**src/verilog/exec_pkg.sv**
```systemverilog
// Constants for the xor, divide and increment execution datapath
package exec_pkg;

  // ------------------------------------------------------------
  // Register byte offsets
  // ------------------------------------------------------------
  localparam logic [7:0] ACC_A_OFS = 8'h00;
  localparam logic [7:0] ACC_B_OFS = 8'h04;
  localparam logic [7:0] INDEX_X_OFS = 8'h08;
  localparam logic [7:0] CCR_OFS = 8'h0C;
  localparam logic [7:0] OPERAND_OFS = 8'h10;
  localparam logic [7:0] COMMAND_OFS = 8'h14;
  localparam logic [7:0] STATUS_OFS = 8'h18;
  localparam logic [7:0] MEM_RESULT_OFS = 8'h1C;

  // ------------------------------------------------------------
  // Condition code and status register bit positions
  // ------------------------------------------------------------
  localparam int CCR_N_BIT = 3;
  localparam int CCR_Z_BIT = 2;
  localparam int CCR_V_BIT = 1;
  localparam int CCR_C_BIT = 0;
  localparam int STATUS_BUSY_BIT = 0;
  localparam int STATUS_ILLEGAL_BIT = 1;

  // ------------------------------------------------------------
  // Opcodes
  // ------------------------------------------------------------
  localparam logic [7:0] OP_PREFIX_Y = 8'h18;
  localparam logic [7:0] OP_XOR_A_IMM = 8'h88;
  localparam logic [7:0] OP_XOR_A_DIR = 8'h98;
  localparam logic [7:0] OP_XOR_A_EXT = 8'hB8;
  localparam logic [7:0] OP_XOR_A_IND = 8'hA8;
  localparam logic [7:0] OP_XOR_B_IMM = 8'hC8;
  localparam logic [7:0] OP_XOR_B_DIR = 8'hD8;
  localparam logic [7:0] OP_XOR_B_EXT = 8'hF8;
  localparam logic [7:0] OP_XOR_B_IND = 8'hE8;
  localparam logic [7:0] OP_FRACTIONAL_DIVIDE = 8'h03;
  localparam logic [7:0] OP_INTEGER_DIVIDE = 8'h02;
  localparam logic [7:0] OP_INC_A = 8'h4C;
  localparam logic [7:0] OP_INC_B = 8'h5C;
  localparam logic [7:0] OP_INC_EXT = 8'h7C;
  localparam logic [7:0] OP_INC_IND = 8'h6C;

  // ------------------------------------------------------------
  // Values and counts
  // ------------------------------------------------------------
  localparam logic [7:0] INC_STEP = 8'h01;
  localparam logic [7:0] INC_OVERFLOW_OPERAND = 8'h7F;
  localparam logic [15:0] DIV_SATURATED = 16'hFFFF;
  localparam logic [15:0] IDLE_READ_ADDR = 16'hFFFF;
  localparam int DIV_FIRST_IDLE_CYCLE = 3;
  localparam int DIV_LAST_IDLE_CYCLE = 41;
  localparam logic [5:0] DIV_IDLE_CYCLES =
    6'(DIV_LAST_IDLE_CYCLE - DIV_FIRST_IDLE_CYCLE + 1);
  localparam logic [7:0] ACC_RESET = 8'h00;
  localparam logic [15:0] INDEX_RESET = 16'h0000;
  localparam logic [7:0] CCR_RESET = 8'h00;

  typedef enum logic [2:0] {
    OPK_NONE,
    OPK_XOR,
    OPK_FRACTIONAL_DIVIDE,
    OPK_INTEGER_DIVIDE,
    OPK_INC_ACC,
    OPK_INC_MEM
  } op_kind_t;

endpackage : exec_pkg

```
**src/verilog/xor_divide_increment_exec.sv**
```systemverilog
// Execution datapath for xor, fractional/integer divide and increment
`timescale 1ns/100ps
module xor_divide_increment_exec (
  // Clock, reset, enable
  input wire logic sys_clk,
  input wire logic reset,
  input wire logic clk_en,
  // Wishbone slave
  input wire logic wb_cyc_i,
  input wire logic wb_stb_i,
  input wire logic wb_we_i,
  input wire logic [7:0] wb_adr_i,
  input wire logic [3:0] wb_sel_i,
  input wire logic [31:0] wb_dat_i,
  output logic [31:0] wb_dat_o,
  output logic wb_ack_o,
  // Core memory bus idle reads
  output logic [15:0] mem_addr,
  output logic mem_rd
);

  // ------------------------------------------------------------
  // State
  // ------------------------------------------------------------
  logic [7:0] acc_a_reg;
  logic [7:0] acc_b_reg;
  logic [15:0] index_x_register_reg;
  logic [7:0] ccr_reg;
  logic [7:0] operand_reg;
  logic [7:0] mem_result_reg;
  logic illegal_reg;
  logic busy_reg;
  logic fractional_divide_mode_reg;
  logic [5:0] idle_cnt_reg;
  logic ack_reg;
  logic [31:0] rdata_reg;

  // ------------------------------------------------------------
  // Bus decode
  // ------------------------------------------------------------
  logic bus_req;
  logic wr_en;
  logic cmd_wr;
  logic [7:0] cmd_opcode;
  logic [7:0] cmd_prefix;
  exec_pkg::op_kind_t cmd_kind;
  logic cmd_use_b;

  assign bus_req = wb_cyc_i & wb_stb_i & ~ack_reg;
  assign wr_en = bus_req & wb_we_i & clk_en;
  assign cmd_wr = wr_en & (wb_adr_i == exec_pkg::COMMAND_OFS) &
                  wb_sel_i[0] & ~busy_reg;
  assign cmd_opcode = wb_dat_i[7:0];
  assign cmd_prefix = wb_dat_i[15:8];
  assign wb_ack_o = ack_reg;
  assign wb_dat_o = rdata_reg;

  // Y prefix is legal only ahead of indexed xor and indexed increment
  function automatic exec_pkg::op_kind_t decode_kind(
    input logic [7:0] op,
    input logic [7:0] pre
  );
    exec_pkg::op_kind_t k;
    logic y_ok;
    logic pre_none;
    k = exec_pkg::OPK_NONE;
    pre_none = (pre == 8'h00);
    y_ok = (pre == exec_pkg::OP_PREFIX_Y);
    unique case (op)
      exec_pkg::OP_XOR_A_IMM, exec_pkg::OP_XOR_A_DIR,
      exec_pkg::OP_XOR_A_EXT, exec_pkg::OP_XOR_B_IMM,
      exec_pkg::OP_XOR_B_DIR, exec_pkg::OP_XOR_B_EXT: begin
        k = pre_none ? exec_pkg::OPK_XOR : exec_pkg::OPK_NONE;
      end
      exec_pkg::OP_XOR_A_IND, exec_pkg::OP_XOR_B_IND: begin
        k = (pre_none | y_ok) ? exec_pkg::OPK_XOR :
                                exec_pkg::OPK_NONE;
      end
      exec_pkg::OP_FRACTIONAL_DIVIDE: begin
        k = pre_none ? exec_pkg::OPK_FRACTIONAL_DIVIDE : exec_pkg::OPK_NONE;
      end
      exec_pkg::OP_INTEGER_DIVIDE: begin
        k = pre_none ? exec_pkg::OPK_INTEGER_DIVIDE : exec_pkg::OPK_NONE;
      end
      exec_pkg::OP_INC_A, exec_pkg::OP_INC_B: begin
        k = pre_none ? exec_pkg::OPK_INC_ACC : exec_pkg::OPK_NONE;
      end
      exec_pkg::OP_INC_EXT: begin
        k = pre_none ? exec_pkg::OPK_INC_MEM : exec_pkg::OPK_NONE;
      end
      exec_pkg::OP_INC_IND: begin
        k = (pre_none | y_ok) ? exec_pkg::OPK_INC_MEM :
                                exec_pkg::OPK_NONE;
      end
      default: begin
        k = exec_pkg::OPK_NONE;
      end
    endcase
    return k;
  endfunction : decode_kind

  assign cmd_kind = decode_kind(cmd_opcode, cmd_prefix);
  // Bit 6 of the opcode picks accumulator B for xor; increment needs bits 6 and 4 both set
  assign cmd_use_b = cmd_opcode[6] & cmd_opcode[4] |
                     (cmd_opcode == exec_pkg::OP_XOR_B_IMM) |
                     (cmd_opcode == exec_pkg::OP_XOR_B_IND);

  // ------------------------------------------------------------
  // Single-cycle results
  // ------------------------------------------------------------
  logic [7:0] sel_acc;
  logic [7:0] xor_result;
  logic [7:0] inc_src;
  logic [7:0] inc_result;

  assign sel_acc = cmd_use_b ? acc_b_reg : acc_a_reg;
  assign xor_result = sel_acc ^ operand_reg;
  assign inc_src = (cmd_kind == exec_pkg::OPK_INC_MEM) ? operand_reg : sel_acc;
  assign inc_result = inc_src + exec_pkg::INC_STEP;

  // ------------------------------------------------------------
  // Divide results, taken when the idle reads end
  // ------------------------------------------------------------
  logic [15:0] numer;
  logic [15:0] denom;
  logic denom_zero;
  logic frac_over;
  logic [31:0] frac_num;
  logic [31:0] frac_q_wide;
  logic [31:0] frac_r_wide;
  logic [15:0] div_q;
  logic [15:0] div_r;
  logic [7:0] div_ccr;
  logic div_done;

  assign numer = {acc_a_reg, acc_b_reg};
  assign denom = index_x_register_reg;
  assign denom_zero = (denom == 16'h0000);
  assign frac_over = (denom <= numer);
  assign frac_num = {numer, 16'h0000};
  assign frac_q_wide = denom_zero ? 32'h0000_0000 : frac_num / denom;
  assign frac_r_wide = denom_zero ? 32'h0000_0000 : frac_num % denom;
  assign div_done = busy_reg & (idle_cnt_reg == 6'h01);

  always_comb begin
    div_ccr = ccr_reg;
    if (fractional_divide_mode_reg) begin
      div_q = frac_over ? exec_pkg::DIV_SATURATED : frac_q_wide[15:0];
      div_r = frac_over ? numer : frac_r_wide[15:0];
      div_ccr[exec_pkg::CCR_V_BIT] = frac_over;
    end else begin
      div_q = denom_zero ? exec_pkg::DIV_SATURATED : numer / denom;
      div_r = denom_zero ? numer : numer % denom;
      div_ccr[exec_pkg::CCR_V_BIT] = 1'b0;
    end
    div_ccr[exec_pkg::CCR_Z_BIT] = (div_q == 16'h0000);
    div_ccr[exec_pkg::CCR_C_BIT] = denom_zero;
  end

  // ------------------------------------------------------------
  // Condition codes
  // ------------------------------------------------------------
  function automatic logic [7:0] nzv_update(
    input logic [7:0] condition_code_register,
    input logic [7:0] res,
    input logic v
  );
    logic [7:0] c;
    c = condition_code_register;
    c[exec_pkg::CCR_N_BIT] = res[7];
    c[exec_pkg::CCR_Z_BIT] = (res == 8'h00);
    c[exec_pkg::CCR_V_BIT] = v;
    return c;
  endfunction : nzv_update

  always_ff @(posedge sys_clk) begin
    if (reset) begin
      ccr_reg <= exec_pkg::CCR_RESET;
    end else if (clk_en) begin
      if (div_done) begin
        ccr_reg <= div_ccr;
      end else if (cmd_wr && cmd_kind == exec_pkg::OPK_XOR) begin
        ccr_reg <= nzv_update(ccr_reg, xor_result, 1'b0);
      end else if (cmd_wr && (cmd_kind == exec_pkg::OPK_INC_ACC ||
                              cmd_kind == exec_pkg::OPK_INC_MEM)) begin
        // Carry kept so loops can count in multi-byte sums
        ccr_reg <= nzv_update(ccr_reg, inc_result,
          inc_src == exec_pkg::INC_OVERFLOW_OPERAND);
      end else if (wr_en && wb_adr_i == exec_pkg::CCR_OFS &&
                   wb_sel_i[0] && !busy_reg) begin
        ccr_reg <= wb_dat_i[7:0];
      end
    end
  end

  // ------------------------------------------------------------
  // Accumulators and index register
  // ------------------------------------------------------------
  always_ff @(posedge sys_clk) begin
    if (reset) begin
      acc_a_reg <= exec_pkg::ACC_RESET;
      acc_b_reg <= exec_pkg::ACC_RESET;
      index_x_register_reg <= exec_pkg::INDEX_RESET;
    end else if (clk_en) begin
      if (div_done) begin
        index_x_register_reg <= div_q;
        acc_a_reg <= div_r[15:8];
        acc_b_reg <= div_r[7:0];
      end else if (cmd_wr && (cmd_kind == exec_pkg::OPK_XOR ||
                              cmd_kind == exec_pkg::OPK_INC_ACC)) begin
        if (cmd_use_b) begin
          acc_b_reg <= (cmd_kind == exec_pkg::OPK_XOR) ?
                       xor_result : inc_result;
        end else begin
          acc_a_reg <= (cmd_kind == exec_pkg::OPK_XOR) ?
                       xor_result : inc_result;
        end
      end else if (wr_en && !busy_reg) begin
        if (wb_adr_i == exec_pkg::ACC_A_OFS && wb_sel_i[0]) begin
          acc_a_reg <= wb_dat_i[7:0];
        end
        if (wb_adr_i == exec_pkg::ACC_B_OFS && wb_sel_i[0]) begin
          acc_b_reg <= wb_dat_i[7:0];
        end
        if (wb_adr_i == exec_pkg::INDEX_X_OFS) begin
          if (wb_sel_i[0]) begin
            index_x_register_reg[7:0] <= wb_dat_i[7:0];
          end
          if (wb_sel_i[1]) begin
            index_x_register_reg[15:8] <= wb_dat_i[15:8];
          end
        end
      end
    end
  end

  // ------------------------------------------------------------
  // Memory operand and memory increment result
  // ------------------------------------------------------------
  always_ff @(posedge sys_clk) begin
    if (reset) begin
      operand_reg <= 8'h00;
      mem_result_reg <= 8'h00;
    end else if (clk_en) begin
      if (wr_en && wb_adr_i == exec_pkg::OPERAND_OFS && wb_sel_i[0]) begin
        operand_reg <= wb_dat_i[7:0];
      end
      if (cmd_wr && cmd_kind == exec_pkg::OPK_INC_MEM) begin
        mem_result_reg <= inc_result;
      end
    end
  end

  // ------------------------------------------------------------
  // Divide sequencer and idle reads
  // ------------------------------------------------------------
  always_ff @(posedge sys_clk) begin
    if (reset) begin
      busy_reg <= 1'b0;
      fractional_divide_mode_reg <= 1'b0;
      idle_cnt_reg <= 6'h00;
      mem_addr <= 16'h0000;
      mem_rd <= 1'b0;
    end else if (clk_en) begin
      if (cmd_wr && (cmd_kind == exec_pkg::OPK_FRACTIONAL_DIVIDE ||
                     cmd_kind == exec_pkg::OPK_INTEGER_DIVIDE)) begin
        busy_reg <= 1'b1;
        fractional_divide_mode_reg <= (cmd_kind == exec_pkg::OPK_FRACTIONAL_DIVIDE);
        idle_cnt_reg <= exec_pkg::DIV_IDLE_CYCLES;
        mem_addr <= exec_pkg::IDLE_READ_ADDR;
        mem_rd <= 1'b1;
      end else if (div_done) begin
        busy_reg <= 1'b0;
        idle_cnt_reg <= 6'h00;
        mem_addr <= 16'h0000;
        mem_rd <= 1'b0;
      end else if (busy_reg) begin
        idle_cnt_reg <= idle_cnt_reg - 6'h01;
      end
    end
  end

  // ------------------------------------------------------------
  // Illegal command flag, write one to clear, set wins
  // ------------------------------------------------------------
  always_ff @(posedge sys_clk) begin
    if (reset) begin
      illegal_reg <= 1'b0;
    end else if (clk_en) begin
      if (cmd_wr && cmd_kind == exec_pkg::OPK_NONE) begin
        illegal_reg <= 1'b1;
      end else if (wr_en && wb_adr_i == exec_pkg::STATUS_OFS &&
                   wb_sel_i[0] && wb_dat_i[exec_pkg::STATUS_ILLEGAL_BIT]) begin
        illegal_reg <= 1'b0;
      end
    end
  end

  // ------------------------------------------------------------
  // Bus answer, one wait state, unmapped reads zero
  // ------------------------------------------------------------
  always_ff @(posedge sys_clk) begin
    if (reset) begin
      ack_reg <= 1'b0;
      rdata_reg <= 32'h0000_0000;
    end else if (clk_en) begin
      ack_reg <= bus_req;
      rdata_reg <= 32'h0000_0000;
      if (bus_req && !wb_we_i) begin
        unique case (wb_adr_i)
          exec_pkg::ACC_A_OFS: rdata_reg[7:0] <= acc_a_reg;
          exec_pkg::ACC_B_OFS: rdata_reg[7:0] <= acc_b_reg;
          exec_pkg::INDEX_X_OFS: rdata_reg[15:0] <= index_x_register_reg;
          exec_pkg::CCR_OFS: rdata_reg[7:0] <= ccr_reg;
          exec_pkg::OPERAND_OFS: rdata_reg[7:0] <= operand_reg;
          exec_pkg::STATUS_OFS: begin
            rdata_reg[exec_pkg::STATUS_BUSY_BIT] <= busy_reg;
            rdata_reg[exec_pkg::STATUS_ILLEGAL_BIT] <= illegal_reg;
          end
          exec_pkg::MEM_RESULT_OFS: rdata_reg[7:0] <= mem_result_reg;
          default: rdata_reg <= 32'h0000_0000;
        endcase
      end
    end
  end

endmodule : xor_divide_increment_exec

```
**config.mk**
```make
export PLATFORM = sky130hd
export DESIGN_NAME = xor_divide_increment_exec
export DESIGN_NICKNAME = d
export VERILOG_FILES = /design/src/verilog/exec_pkg.sv /design/src/verilog/xor_divide_increment_exec.sv
export SDC_FILE = /design/constraint.sdc
export NUM_CORES = 2
export LEC_CHECK = 0
export ABC_CLOCK_PERIOD_IN_PS = 226900
export BUFFER_PORTS_ARGS = -buffer_cell sky130_fd_sc_hd__buf_2
export CAP_MARGIN = 5
export CELL_PAD_IN_SITES_DETAIL_PLACEMENT = 2
export CELL_PAD_IN_SITES_GLOBAL_PLACEMENT = 2
export CORE_MARGIN = 2
export CORE_UTILIZATION = 42
export CTS_BUF_LIST = sky130_fd_sc_hd__clkbuf_2 sky130_fd_sc_hd__clkbuf_4 sky130_fd_sc_hd__clkbuf_8
export DETAILED_ROUTE_END_ITERATION = 8
export PLACE_DENSITY = 0.95
export SLEW_MARGIN = 25
export SYNTH_ARGS = -nofsm -noshare
export SYNTH_HDL_FRONTEND = slang
export SYNTH_SLANG_ARGS = --single-unit
```
**constraint.sdc**
```tcl
create_clock -name sys_clk -period 226.9 [get_ports sys_clk]
set_input_delay 45.38 -clock sys_clk [delete_from_list [all_inputs] [get_ports sys_clk]]
set_output_delay 45.38 -clock sys_clk [all_outputs]
set_load 0.1 [all_outputs]
```
==> implementation parameters, run 1 <==
Parameter                              Value

CTS
  Post_cts resized ... 0
  Maximum level of the CTS H-tree ... 3
  CTS sink count ... between 80 and 90
  CTS Buf Count ... 9
  Maximum number of buffers from clock root to sink ... 2
  Setup fix buffers added after clock tree synthesis ... 0
  Root cell of the clock tree ... sky130_fd_sc_hd__clkbuf_8
  Count of hold buffers inserted by post-cts repair ... 0

Synthesis
  Synthesized instance count ... 5212
  Biggest area contributors in the synthesized netlist ... sky130_fd_sc_hd__ha_1 18%, sky130_fd_sc_hd__a21oi_1 6.2%, sky130_fd_sc_hd__nor2_1 5.0%
  Synth warnings ... 0
  Top cell type's share of synthesized area ... 0.182
  Mean area per synthesized cell ... about 7.0 sq um
  Async set or reset register ratio after synthesis ... 0
  Cell type with the largest total area after synthesis ... sky130_fd_sc_hd__ha_1
  Top_reg_cell synth ... sky130_fd_sc_hd__dfxtp_1
  Distinct cell type count after synthesis ... approximately 130
  Area of the mapped netlist ... between 0.03 and 0.04 sq mm
  Number of enable flip-flop cells after synthesis ... 0
  Sequential area share after synthesis ... 0.0451
  Synth cell count leaders ... 531 x sky130_fd_sc_hd__ha_1, 484 x sky130_fd_sc_hd__nor2_1, 468 x sky130_fd_sc_hd__nand2_1
  Most repeated cell in the gate-level netlist after synthesis ... sky130_fd_sc_hd__ha_1
  #FFs+latches synth ... 82

Placed design
  Port buffer count ... 65
  Post-detail-place hpwl ... about 190 mm
  Global placer's final weighted congestion ... around 0.91

Floorplan
  Die Wd ... about 300 microns
  Chip Height ... between 200 and 300 microns
  Core Rows ... approximately 110
  Initial core utilization ... 0.422
  Number of top-level design ports ... 100

Run status
  Outcome ... aborted with a tool error
  Stage reached ... global routing (5_1_grt)
  Run Error ... [ERROR GRT-0116] Global routing finished with congestion. Check the congestion regions in the DRC Viewer.

Global routing
  Vias in the first global route ... 62400
  Maximum number of pins on one net before global-route repair ... 83
  Overall track demand over capacity in global routing ... 0.715
  First-pass GRT wire length ... between 400 and 500 mm
  Global-route congestion overflow total ... between 500 and 600
-- per-layer routing --
layer	overflow	global-route usage
met2	299	0.903
met1	42	0.717
met3	39	0.549
met5	2	0.360
met4	129	0.654
-- per-stage QoR --
stage                     cells  hold slack (ns)   util  worst slack (ns)  cell area (sq um)
after floorplan            5227            0.437      -            136.44              36500
after global placement     6312            0.441  0.440            127.52              38000
after detailed placement   6312            0.466  0.440            112.91              38000
after CTS                  6327            0.499  0.442            112.46              38200
-- cell families after synthesis --
logic type,Yosys count,share of synthesized area
multiplexers,167,0.0502
AND/OR/NAND/NOR,1916,0.261
AO/OA/AOI/OAI,1844,0.345
flip-flops,82,0.0451
buffers and inverters,364,0.0419
other,1,0.000103
adder cells (fa/ha/maj),533,0.183
XOR/XNOR,305,0.0737
==> run 2, diff against run 1 <==
Settings changed: CELL_PAD_IN_SITES_DETAIL_PLACEMENT 2 to default, CELL_PAD_IN_SITES_GLOBAL_PLACEMENT 2 to default, CORE_UTILIZATION 42 to 27, CTS_BUF_LIST sky130_fd_sc_hd__clkbuf_2 sky130_fd_sc_hd__clkbuf_4 sky130_fd_sc_hd__clkbuf_8 to default, PLACE_DENSITY 0.95 to default, PLACE_DENSITY_LB_ADDON from default to 0.15.
==> implementation parameters, run 2 <==
Parameter                              Value

Timing
  Max Slew Vio Count ... 0
  Highest clock frequency the design can meet ... slightly below 10 MHz
  Sum of negative setup slack ... 0 ns
  Max-Slew Margin vs Limit ... 0.329
  Final setup violating endpoints ... 0
  Final Critical Period ... between 100 and 150 ns
  Final hold violations ... 0
  Share of the clock period used by the worst path ... 0.449
  Clk_skew ... 0.00681 ns
  Unrepaired setup endpoints after global routing ... false
  Least-Margin Pin Slew ... between 1 and 1.5 ns

Worst setup path
  Type of element capturing the critical path ... flip-flop
  Slowest cell on the critical path ... sky130_fd_sc_hd__or4_1
  Startpoint class of the critical path ... flip-flop
  Flop2flop setup slack ... between 100 and 150 ns
  Cell mode on critical path ... sky130_fd_sc_hd__o21a_1
  Peak fanout along the critical path ... 38
  Crit path largest cell delay ... 0.76 ns
  Crit Path Category ... flip-flop to flip-flop
  Critical path data arrival time ... 102.11 ns
  Worst Path Required ... roughly 230 ns
  R2r worst-path depth ... 440

Synthesis
  Mean area per synthesized cell ... roughly 7.0 sq um
  Synthesized instance count ... approximately 5200
  Top_reg_cell synth ... sky130_fd_sc_hd__dfxtp_1
  Area of the mapped netlist ... 0.0364 sq mm
  Number of enable flip-flop cells after synthesis ... 0
  Synth cell count leaders ... 531 x sky130_fd_sc_hd__ha_1, 484 x sky130_fd_sc_hd__nor2_1, 468 x sky130_fd_sc_hd__nand2_1
  #FFs+latches synth ... 82
  Biggest area contributors in the synthesized netlist ... sky130_fd_sc_hd__ha_1 18%, sky130_fd_sc_hd__a21oi_1 6.2%, sky130_fd_sc_hd__nor2_1 5.0%
  Distinct cell type count after synthesis ... about 130
  Async set or reset register ratio after synthesis ... 0
  Cell type with the largest total area after synthesis ... sky130_fd_sc_hd__ha_1
  Top cell type's share of synthesized area ... 0.182
  Synth warnings ... 0
  Sequential area share after synthesis ... 0.0451
  Most repeated cell in the gate-level netlist after synthesis ... sky130_fd_sc_hd__ha_1

Placed design
  Post-detail-place hpwl ... between 100 and 150 mm
  Global placer's final weighted congestion ... 0.839
  Port buffer count ... 65

Layout
  Number of filler cells placed in the layout ... ~15000
  Post-layout nets ... a little under 6000
  Area added between synthesis and finish ... 7.54%
  Ant diodes ... 0
  Most common library cell in the layout ignoring fill and taps ... sky130_fd_sc_hd__ha_1
  Proportion of layout cells with a drive suffix above 1 ... 0.0902
  Highest-count cells in the layout ignoring fill and taps ... 531 x sky130_fd_sc_hd__ha_1, 482 x sky130_fd_sc_hd__nor2_1, 468 x sky130_fd_sc_hd__nand2_1

Global routing
  Overall track demand over capacity in global routing ... 0.192
  Global-route congestion overflow total ... 0
  Vias in the first global route ... 36500
  Maximum number of pins on one net before global-route repair ... 83
  Number of antenna violations at the first check in global routing ... 2
  First-pass GRT wire length ... roughly 210 mm

CTS
  Maximum level of the CTS H-tree ... 3
  Setup fix buffers added after clock tree synthesis ... 0
  Count of hold buffers inserted by post-cts repair ... 0
  Maximum number of buffers from clock root to sink ... 2
  CTS sink count ... between 80 and 90
  Post_cts resized ... 0
  Clock-pin transition on the worst setup and hold timing paths ... 0.07 ns
  CTS tree ... yes
  Root cell of the clock tree ... sky130_fd_sc_hd__clkbuf_16
  CTS Buf Count ... 9
  Worst-skew pair later-pin latency ... approximately 0.36 ns

Routing
  Starting DRT DRC Count ... approximately 2400
  Total iterations of the first detailed-routing run ... 6
  Overall via count from detail_route ... just under 40000
  Routed Wire Length ... between 100 and 150 mm
  WL per Instance ... 19.7 microns
  Detail Route Antenna Nets ... 0
  Remaining DRCs ... 0
  Average via count per standard cell ... around 5.6

Floorplan
  Die Outline Area ... ~0.14 sq mm
  Initial core utilization ... 0.273
  Number of top-level design ports ... 100
  Placeable core area ... between 0.1 and 0.15 sq mm
  Die Wd ... approximately 370 microns
  Chip Height ... roughly 370 microns
  Core Rows ... between 100 and 150

Run status
  Outcome ... complete, no violations

Worst hold path
  Hold Crit Class ... flip-flop to flip-flop
  Hold-critical path depth ... 2

Job
  Max-Cap Viols ... 0
## run 2: cell counts after synthesis
Identical to the previous run, type by type.
## run 2: metal layers
metal,global-route usage,up-vias,routed length (microns)
met5,0,-,0
met4,0.0274,0,1870
met3,0.0101,84,4160
met2,0.328,661,63400
met1,0.269,18400,67900
li1,-,19700,-
## run 2: final timing paths
path                                                from                        end
worst max-delay path              denom[12]$_SDFFE_PP0P_  acc_a_reg[7]$_SDFFE_PP0P_
worst min-delay path            wb_dat_o[0]$_SDFFE_PP0P_   wb_dat_o[0]$_SDFFE_PP0P_
worst max register to register    denom[12]$_SDFFE_PP0P_  acc_a_reg[7]$_SDFFE_PP0P_
worst min register to register  wb_dat_o[0]$_SDFFE_PP0P_   wb_dat_o[0]$_SDFFE_PP0P_
## run 2: cells by family after synthesis
kind of cell               after synthesis  synth area share
and+or+nand+nor                       1916             0.261
buffers and inverters                  364            0.0419
adders and majority gates              533             0.183
AOI/OAI and AO/OA                     1844             0.345
muxes                                  167            0.0502
DFF                                     82            0.0451
xor gates and xnor gates               305            0.0737
other                                    1          0.000103
## run 2: area by class of cell
type | instances | area (sq um) | area share
Sequential cell | 82 | 1640 | 0.0419
Clock buffer | 10 | 239 | 0.00610
Multi-Input combinational cell | 4781 | 33400 | 0.853
Timing Repair Buffer | 169 | 1100 | 0.0282
Inverter | 141 | 529 | 0.0135
Clock inverter | 6 | 50.0 | 0.00128
Tap cell | 1768 | 2210 | 0.0565
## run 2: worst max-delay path, delay by kind of cell, from the launching register on
family,cells,cell delay [ns]
compound gates,267,60.02
simple gates,107,22.23
fa+ha+maj,31,10.35
buf+inv,28,6.23
mux,7,2.12
flops,1,0.44
## run 2: through the flow
step                      hold WS (ns)  instance area, sq um  setup slack [ns]   util  instances
after global placement           0.446                 38900            125.79  0.291       6940
after detailed placement         0.452                 38900            125.86  0.291       6941
after CTS                        0.461                 39200            125.52  0.293       6957
after floorplan                  0.437                 36500            136.44      -       5227
final                            0.460                 39200            125.09  0.293       6957
after global routing             0.480                 39200            117.85  0.293       6957
Power of run 2 is not shown: default switching activity piles up to over one toggle a cycle in this logic, so the estimate is an artifact.
